$ cat src/nmf_pkg.sv
// network mode filter package: register map, field positions, reset values, timing
// assumes a single 250 MHz system clock shared by every user of these constants
package nmf_pkg;

  // ---------------------------------------------------------------
  // register offsets (host byte addresses)
  // ---------------------------------------------------------------
  localparam logic [15:0] NMF_OFS_IPV6_OPT    = 16'h4004;
  localparam logic [15:0] NMF_OFS_GLOBAL_MODE = 16'h4008;
  localparam logic [15:0] NMF_OFS_MODE_SECOND = 16'h4009;
  localparam logic [15:0] NMF_OFS_LCP_ECHO    = 16'h4100;
  localparam logic [15:0] NMF_OFS_LCP_MAGIC   = 16'h4104;

  // ---------------------------------------------------------------
  // reset values
  // ---------------------------------------------------------------
  localparam logic [7:0] NMF_RST_IPV6_OPT    = 8'h00;
  localparam logic [7:0] NMF_RST_GLOBAL_MODE = 8'h00;
  localparam logic [7:0] NMF_RST_MODE_SECOND = 8'h00;
  localparam logic [7:0] NMF_RST_LCP_ECHO    = 8'h28;
  localparam logic [7:0] NMF_RST_LCP_MAGIC   = 8'h00;

  // ---------------------------------------------------------------
  // writable-bit masks, reserved bits stay zero
  // ---------------------------------------------------------------
  localparam logic [7:0] NMF_MSK_IPV6_OPT    = 8'h0F;
  localparam logic [7:0] NMF_MSK_GLOBAL_MODE = 8'h37;
  localparam logic [7:0] NMF_MSK_MODE_SECOND = 8'h81;

  // ---------------------------------------------------------------
  // field positions
  // ---------------------------------------------------------------
  localparam int NMF_B_UNREACH_BLOCK = 3;
  localparam int NMF_B_RESOLVE_PING  = 2;
  localparam int NMF_B_TCP_RST_BLOCK = 1;
  localparam int NMF_B_PING_BLOCK    = 0;
  localparam int NMF_B_ALL_NODES_BLK = 5;
  localparam int NMF_B_MCAST_BLK     = 4;
  localparam int NMF_B_WAKE_ON_LAN   = 2;
  localparam int NMF_B_IPV6_BLOCK    = 1;
  localparam int NMF_B_IPV4_BLOCK    = 0;
  localparam int NMF_B_DEST_HW_SEL   = 7;
  localparam int NMF_B_PPPOE_EN      = 0;

  // ---------------------------------------------------------------
  // lcp echo timing
  // ---------------------------------------------------------------
  localparam int NMF_CLK_KHZ        = 250000;
  localparam int NMF_LCP_UNIT_MS    = 25;
  localparam int NMF_LCP_UNIT_CYC   = NMF_LCP_UNIT_MS * NMF_CLK_KHZ;

  typedef enum logic [2:0] {
    NMF_REG_IPV6_OPT,
    NMF_REG_GLOBAL_MODE,
    NMF_REG_MODE_SECOND,
    NMF_REG_LCP_ECHO,
    NMF_REG_LCP_MAGIC,
    NMF_REG_NONE
  } nmf_reg_sel_t;

endpackage

$ cat src/nmf_lcp_if.sv
// lcp echo control link between the register bank and its interval timer
// assumes both ends sit on the same clock
interface nmf_lcp_if;
  logic       enable;
  logic [7:0] interval;
  logic       echo_pulse;

  modport ctrl  (output enable, output interval, input echo_pulse);
  modport timer (input enable, input interval, output echo_pulse);
endinterface

$ cat src/nmf_regs.sv
// network mode filter register bank with per-packet reply and drop decisions
// assumes host register strobes and packet classifier events come from clk's domain
module nmf_regs
  import nmf_pkg::*;
#(
  parameter int LCP_UNIT_CYC = NMF_LCP_UNIT_CYC
) (
  // clock and reset
  input  wire logic        clk,
  input  wire logic        sys_rst,
  // host register port
  input  wire logic [15:0] reg_addr,
  input  wire logic        reg_wr,
  input  wire logic        reg_rd,
  input  wire logic [7:0]  reg_wdata,
  output      logic [7:0]  reg_rdata,
  output      logic        reg_rvalid,
  // packet classifier events, one-cycle pulses
  input  wire logic        rx_ipv4_pkt,
  input  wire logic        rx_ipv6_pkt,
  input  wire logic        rx_udp6_closed,
  input  wire logic        rx_syn6_no_listen,
  input  wire logic        rx_ping6_req,
  input  wire logic        rx_ping6_all_nodes,
  input  wire logic        rx_ping6_mcast,
  // decisions, one-cycle pulses
  output      logic        ipv4_drop,
  output      logic        ipv6_drop,
  output      logic        unreach6_send,
  output      logic        tcp_rst6_send,
  output      logic        ping6_reply_send,
  output      logic        ping6_resolve_first,
  output      logic        lcp_echo_req,
  // mode levels
  output      logic        wake_on_lan_enable,
  output      logic        dest_hw_addr_select,
  output      logic        pppoe_enable,
  output      logic [31:0] lcp_magic_number
);

  logic [7:0]  ipv6_option_control_q;
  logic [7:0]  global_network_mode_q;
  logic [7:0]  network_mode_second_q;
  logic [7:0]  lcp_echo_interval_q;
  logic [7:0]  lcp_magic_byte_q;
  logic [7:0]  rdata_q;
  logic        rvalid_q;
  logic [31:0] magic_q;
  logic        v4_drop_q;
  logic        v6_drop_q;
  logic        unreach_q;
  logic        rst_q;
  logic        reply_q;
  logic        resolve_q;
  logic        echo_q;
  nmf_reg_sel_t wr_sel;

  nmf_lcp_if lcp ();

  // ---------------------------------------------------------------
  // address decode
  // ---------------------------------------------------------------
  function automatic nmf_reg_sel_t decode(input logic [15:0] a);
    if (a == NMF_OFS_IPV6_OPT) begin
      decode = NMF_REG_IPV6_OPT;
    end else if (a == NMF_OFS_GLOBAL_MODE) begin
      decode = NMF_REG_GLOBAL_MODE;
    end else if (a == NMF_OFS_MODE_SECOND) begin
      decode = NMF_REG_MODE_SECOND;
    end else if (a == NMF_OFS_LCP_ECHO) begin
      decode = NMF_REG_LCP_ECHO;
    end else if (a == NMF_OFS_LCP_MAGIC) begin
      decode = NMF_REG_LCP_MAGIC;
    end else begin
      decode = NMF_REG_NONE;
    end
  endfunction

  assign wr_sel = decode(reg_addr);

  // ---------------------------------------------------------------
  // register writes
  // ---------------------------------------------------------------
  // reserved bits are masked off so a careless host cannot set them
  always_ff @(posedge clk or posedge sys_rst) begin
    if (sys_rst) begin
      ipv6_option_control_q <= NMF_RST_IPV6_OPT;
      global_network_mode_q <= NMF_RST_GLOBAL_MODE;
      network_mode_second_q <= NMF_RST_MODE_SECOND;
      lcp_echo_interval_q   <= NMF_RST_LCP_ECHO;
      lcp_magic_byte_q      <= NMF_RST_LCP_MAGIC;
    end else if (reg_wr) begin
      case (wr_sel)
        NMF_REG_IPV6_OPT: begin
          ipv6_option_control_q <= reg_wdata & NMF_MSK_IPV6_OPT;
        end
        NMF_REG_GLOBAL_MODE: begin
          global_network_mode_q <= reg_wdata & NMF_MSK_GLOBAL_MODE;
        end
        NMF_REG_MODE_SECOND: begin
          network_mode_second_q <= reg_wdata & NMF_MSK_MODE_SECOND;
        end
        NMF_REG_LCP_ECHO: begin
          lcp_echo_interval_q <= reg_wdata;
        end
        NMF_REG_LCP_MAGIC: begin
          lcp_magic_byte_q <= reg_wdata;
        end
        default: begin
        end
      endcase
    end
  end

  // ---------------------------------------------------------------
  // register reads
  // ---------------------------------------------------------------
  // unmapped addresses read as zero
  always_ff @(posedge clk or posedge sys_rst) begin
    if (sys_rst) begin
      rdata_q  <= 8'h00;
      rvalid_q <= 1'b0;
    end else begin
      rvalid_q <= reg_rd;
      if (reg_rd) begin
        case (decode(reg_addr))
          NMF_REG_IPV6_OPT:    rdata_q <= ipv6_option_control_q;
          NMF_REG_GLOBAL_MODE: rdata_q <= global_network_mode_q;
          NMF_REG_MODE_SECOND: rdata_q <= network_mode_second_q;
          NMF_REG_LCP_ECHO:    rdata_q <= lcp_echo_interval_q;
          NMF_REG_LCP_MAGIC:   rdata_q <= lcp_magic_byte_q;
          default:             rdata_q <= 8'h00;
        endcase
      end
    end
  end

  // ---------------------------------------------------------------
  // traffic and reply decisions
  // ---------------------------------------------------------------
  logic ipv6_traffic_block;
  logic ping_ok;

  assign ipv6_traffic_block    = global_network_mode_q[NMF_B_IPV6_BLOCK];
  // ipv6 block overrides the finer ping filters, they only matter when it is clear
  assign ping_ok = rx_ping6_req && !ipv6_traffic_block
                   && !ipv6_option_control_q[NMF_B_PING_BLOCK]
                   && !(rx_ping6_all_nodes && global_network_mode_q[NMF_B_ALL_NODES_BLK])
                   && !(rx_ping6_mcast && global_network_mode_q[NMF_B_MCAST_BLK]);

  always_ff @(posedge clk or posedge sys_rst) begin
    if (sys_rst) begin
      v4_drop_q <= 1'b0;
      v6_drop_q <= 1'b0;
    end else begin
      v4_drop_q <= rx_ipv4_pkt && global_network_mode_q[NMF_B_IPV4_BLOCK];
      v6_drop_q <= rx_ipv6_pkt && ipv6_traffic_block;
    end
  end

  always_ff @(posedge clk or posedge sys_rst) begin
    if (sys_rst) begin
      unreach_q <= 1'b0;
      rst_q     <= 1'b0;
    end else begin
      unreach_q <= rx_udp6_closed && !ipv6_traffic_block
                   && !ipv6_option_control_q[NMF_B_UNREACH_BLOCK];
      rst_q     <= rx_syn6_no_listen && !ipv6_traffic_block
                   && !ipv6_option_control_q[NMF_B_TCP_RST_BLOCK];
    end
  end

  always_ff @(posedge clk or posedge sys_rst) begin
    if (sys_rst) begin
      reply_q   <= 1'b0;
      resolve_q <= 1'b0;
    end else begin
      reply_q   <= ping_ok;
      resolve_q <= ping_ok && ipv6_option_control_q[NMF_B_RESOLVE_PING];
    end
  end

  // ---------------------------------------------------------------
  // pppoe lcp: magic number and echo timer
  // ---------------------------------------------------------------
  always_ff @(posedge clk or posedge sys_rst) begin
    if (sys_rst) begin
      magic_q <= 32'h0000_0000;
      echo_q  <= 1'b0;
    end else begin
      magic_q <= network_mode_second_q[NMF_B_PPPOE_EN]
                 ? {4{lcp_magic_byte_q}} : 32'h0000_0000;
      echo_q  <= lcp.echo_pulse;
    end
  end

  assign lcp.enable   = network_mode_second_q[NMF_B_PPPOE_EN];
  assign lcp.interval = lcp_echo_interval_q;

  nmf_lcp_timer #(
    .UNIT_CYC (LCP_UNIT_CYC)
  ) u_timer (
    .clk     (clk),
    .sys_rst (sys_rst),
    .lcp     (lcp.timer)
  );

  // ---------------------------------------------------------------
  // outputs
  // ---------------------------------------------------------------
  assign reg_rdata           = rdata_q;
  assign reg_rvalid          = rvalid_q;
  assign ipv4_drop           = v4_drop_q;
  assign ipv6_drop           = v6_drop_q;
  assign unreach6_send       = unreach_q;
  assign tcp_rst6_send       = rst_q;
  assign ping6_reply_send    = reply_q;
  assign ping6_resolve_first = resolve_q;
  assign lcp_echo_req        = echo_q;
  assign wake_on_lan_enable  = global_network_mode_q[NMF_B_WAKE_ON_LAN];
  assign dest_hw_addr_select = network_mode_second_q[NMF_B_DEST_HW_SEL];
  assign pppoe_enable        = network_mode_second_q[NMF_B_PPPOE_EN];
  assign lcp_magic_number    = magic_q;
endmodule

$ cat src/nmf_lcp_timer.sv
// lcp echo request interval timer: one pulse every interval x 25 ms units
// assumes clk at 250 MHz and a synchronous enable from the register bank
module nmf_lcp_timer
  import nmf_pkg::*;
#(
  parameter int UNIT_CYC = NMF_LCP_UNIT_CYC
) (
  // clock and reset
  input  wire logic clk,
  input  wire logic sys_rst,
  // control link
  nmf_lcp_if.timer  lcp
);

  logic [31:0] unit_cnt_q;
  logic [7:0]  tick_cnt_q;
  logic        echo_q;
  logic        unit_end;

  assign unit_end = (unit_cnt_q == 32'(UNIT_CYC - 1));

  // ---------------------------------------------------------------
  // 25 ms prescaler and unit counter
  // ---------------------------------------------------------------
  // idle when pppoe is off so the first echo is a full interval after enable
  always_ff @(posedge clk or posedge sys_rst) begin
    if (sys_rst) begin
      unit_cnt_q <= 32'h0;
      tick_cnt_q <= 8'h00;
    end else if (!lcp.enable) begin
      unit_cnt_q <= 32'h0;
      tick_cnt_q <= 8'h00;
    end else if (unit_end) begin
      unit_cnt_q <= 32'h0;
      if (tick_cnt_q + 8'h01 >= lcp.interval) begin
        tick_cnt_q <= 8'h00;
      end else begin
        tick_cnt_q <= tick_cnt_q + 8'h01;
      end
    end else begin
      unit_cnt_q <= unit_cnt_q + 32'h1;
    end
  end

  // a zero interval never fires
  always_ff @(posedge clk or posedge sys_rst) begin
    if (sys_rst) begin
      echo_q <= 1'b0;
    end else begin
      echo_q <= lcp.enable && unit_end && (lcp.interval != 8'h00)
                && (tick_cnt_q + 8'h01 >= lcp.interval);
    end
  end

  assign lcp.echo_pulse = echo_q;
endmodule

$ cat config.mk
export PLATFORM = sky130hd
export DESIGN_NAME = nmf_regs
export DESIGN_NICKNAME = d
export VERILOG_FILES = /design/src/nmf_pkg.sv /design/src/nmf_lcp_if.sv /design/src/nmf_regs.sv /design/src/nmf_lcp_timer.sv
export SDC_FILE = /design/constraint.sdc
export NUM_CORES = 1
export LEC_CHECK = 0
export ABC_CLOCK_PERIOD_IN_PS = 3500
export CELL_PAD_IN_SITES_DETAIL_PLACEMENT = 1
export CELL_PAD_IN_SITES_GLOBAL_PLACEMENT = 1
export CORE_UTILIZATION = 40
export CTS_CLUSTER_SIZE = 25
export DETAILED_ROUTE_END_ITERATION = 10
export DONT_BUFFER_PORTS = 1
export PLACE_DENSITY = 0.74
export SLEW_MARGIN = 40
export SYNTH_ARGS = -nofsm -noshare
export SYNTH_HDL_FRONTEND = slang
export SYNTH_SLANG_ARGS = --single-unit
$ cat constraint.sdc
create_clock -name clk -period 3.5 [get_ports clk]
set_input_delay 0.35 -clock clk [delete_from_list [all_inputs] [get_ports clk]]
set_output_delay 0.35 -clock clk [all_outputs]
set_load 0.01 [all_outputs]
==> flow_summary.json <==
{
  "yosysWarnings": 0,
  "grt_pass1_vias": 3471,
  "h-tree-depth": 3,
  "clockBufferDepth": 2,
  "synthesis.nets": 485,
  "layout.cells.most_common_list": "90 x dfrtp_1, 39 x nor2_1, 32 x mux2_2, 27 x inv_1",
  "drtIter0Drc": 96,
  "finalSetupTns_ps": 0,
  "ant_nets": 0,
  "viasPerCell": 5.51,
  "finalHoldViolations": 34,
  "start_util_pct": 41.2,
  "cp.required_ps": 3740,
  "die-area_mm2": 0.0123,
  "fmax_mhz": 347,
  "numCtsBuffers": 9,
  "power_uw": 2070,
  "dp.final_hpwl_um": 7410,
  "gr-total-overflow": 0,
  "post_dp_cell_area_mm2": 0.00466,
  "core_mm2": 0.0115,
  "ios": 86,
  "final_common_cell": "dfrtp_1",
  "ys_ff_latch": 92,
  "finalMaxSlewViolations": 0,
  "cts_tree": "done",
  "violations": "DRC, hold timing",
  "setup_viol": 0,
  "post-route-period-util_pct": 82.3,
  "nets": 459,
  "powerDensity_mw_per_mm2": 418,
  "synthCells": 440,
  "fp-row-count": 39,
  "drive_above_1_share_pct": 16.0,
  "r2r_slack_ps": 620,
  "rsz0062_at_grt": "false",
  "status": "finished, violations left",
  "min_path_type": "input pin to asynchronous set/reset pin",
  "worst_pin_slew_ps": 676,
  "fin_worst_skew_ps": 7.11,
  "synthTopCellsByArea": "dfrtp_1 47%, mux2_2 7.6%, buf_4 4.1%",
  "portBuffers": 0,
  "fill_cells": 1268,
  "area_growth_pct": 4.51,
  "avgSynthCellArea_um2": 10.8,
  "ys_seq_area_share_pct": 48.6,
  "routed_wirelength_um": 10200,
  "route.detailed.drc": 8,
  "worst_ep_arrival_time_ps": 3120,
  "antenna_cells": 0,
  "p_leak_uw": 0.00219,
  "track_usage_pct": 18.2,
  "crit_path_max_fanout": 8,
  "final_area_mm2": 0.00496,
  "cts_hold_buf": 0,
  "cts.clk_slew.worst_paths_ps": 60,
  "drv_cap": 0,
  "antenna_found_initial": 0,
  "criticalPathCategory": "register to register",
  "final_util_pct": 43.1,
  "ys_types": 55,
  "netlist.area_leader.share_pct": 47.4,
  "cts_resized": 0,
  "first_pass_iters": 7,
  "vias": 3098,
  "cts-root-buf": "clkbuf_16",
  "grt_max_degree": 40,
  "wl_per_cell_um": 18.2,
  "gp_congestion": 0.788,
  "maxSlewHeadroom_pct": 54.9,
  "cts_sinks": 92,
  "start_kind": "register",
  "synthArstFlopShare_pct": 100,
  "die_w_um": 111,
  "end_kind": "register",
  "clkLatencyLatePin_ps": 340,
  "synth_edf_count": 0,
  "synth_ff_type": "dfrtp_1",
  "whs_ps": -27.3,
  "die_h_um": 111,
  "synth_area_mm2": 0.00475,
  "synth.largest_area_cell": "dfrtp_1",
  "ir_drop_mv": 0.214,
  "cts_setup_buffers": 0,
  "fin_crit_ps": 2880,
  "grt_pass1_wl_um": 17400
}
-- cells by family after synthesis --
group / count (synthesis) / synth area share, %
AOI/OAI and AO/OA: 36 / 5.27
xor gates and xnor gates: 36 / 6.64
adders and majority gates: 10 / 2.64
buffers and inverters: 69 / 8.41
DFF: 92 / 48.6
muxes: 36 / 8.43
and+or+nand+nor: 161 / 20.1
-- sequential cells by signal, summed over array words and instances (netlist names) --
register	cells
u_timer.lcp.echo_pulse	1
ipv6_drop	1
global_network_mode_q	5
network_mode_second_q	2
reg_rvalid	1
ipv6_option_control_q	4
u_timer.tick_cnt_q	8
lcp.interval	8
lcp_magic_number	8
ping6_resolve_first	1
lcp_echo_req	1
unreach6_send	1
reg_rdata	8
lcp_magic_byte_q	8
ping6_reply_send	1
tcp_rst6_send	1
ipv4_drop	1
u_timer.unit_cnt_q	32
-- worst max-delay path, stage by stage (launching register included) --
cell and delay, ps:
dfrtp_1 430, and3_1 180, nand3_1 150, nor3_1 250
xnor2_1 180, inv_1 70, ha_1 290, a21oi_1 130
o21ai_0 130, a211oi_2 610, nand3_1 170, o221ai_1 190
-- final cells by class --
type	instances	area (um^2)	area share, %
multi-input cells	279	2040	41.2
inverters	28	106	2.14
clock buffers	12	246	4.97
clock inverters	4	51.3	1.03
flip-flops and latches	92	2300	46.5
repair buffers	4	30.0	0.605
well taps	143	179	3.61
-- Yosys cell counts (all sizes together) (2+ instances only) --
library cell  number
a211oi             2
a21oi              3
a32oi              5
and2              11
and3              14
and4               5
buf               34
clkbuf             7
dfrtp             90
dfstp              2
ha                10
inv               28
mux2              32
mux2i              4
nand2             23
nand3             20
nand3b             4
nand4             12
nand4b             5
nor2              41
nor2b              4
nor3               9
nor3b              2
nor4               5
nor4b              3
o21ai             10
o221ai             2
o22ai              8
xnor2             14
xor2              22
-- layer usage --
layer  up-vias  GRT usage [%]  wire length (um)
met2        59           31.3              5130
met4         0           7.85               250
met1      1569           21.7              4400
met3        16           4.43               447
li1       1454              -                 -
met5         -              0                 0
-- path summary, 6_finish.rpt --
kind,start,cells after the start,endpoint
max,u_timer.tick_cnt_q[0],11,u_timer.tick_cnt_q[2]
min,sys_rst,1,u_timer.unit_cnt_q[8]
max reg2reg,u_timer.tick_cnt_q[0],11,u_timer.tick_cnt_q[2]
min reg2reg,u_timer.lcp.echo_pulse,0,lcp_echo_req
max in group asynchronous,sys_rst,2,u_timer.tick_cnt_q[2]
min in group clk,reg_rd,0,reg_rvalid
-- power breakdown --
group	total, uW	internal [uW]	leakage, uW	switching (uW)
Sequential	1070	1070	0.00127	3.50
Combinational	35.5	9.54	0.000779	25.9
Clock	969	573	0.000143	395
-- through the flow --
stage / cells / worst slack (ps)
CTS: 562 / 603
floorplan: 440 / 761
detailed placement: 546 / 669
global route: 562 / 335
global placement: 546 / 830
finish: 562 / 621
(Power assumes the default switching activity.)
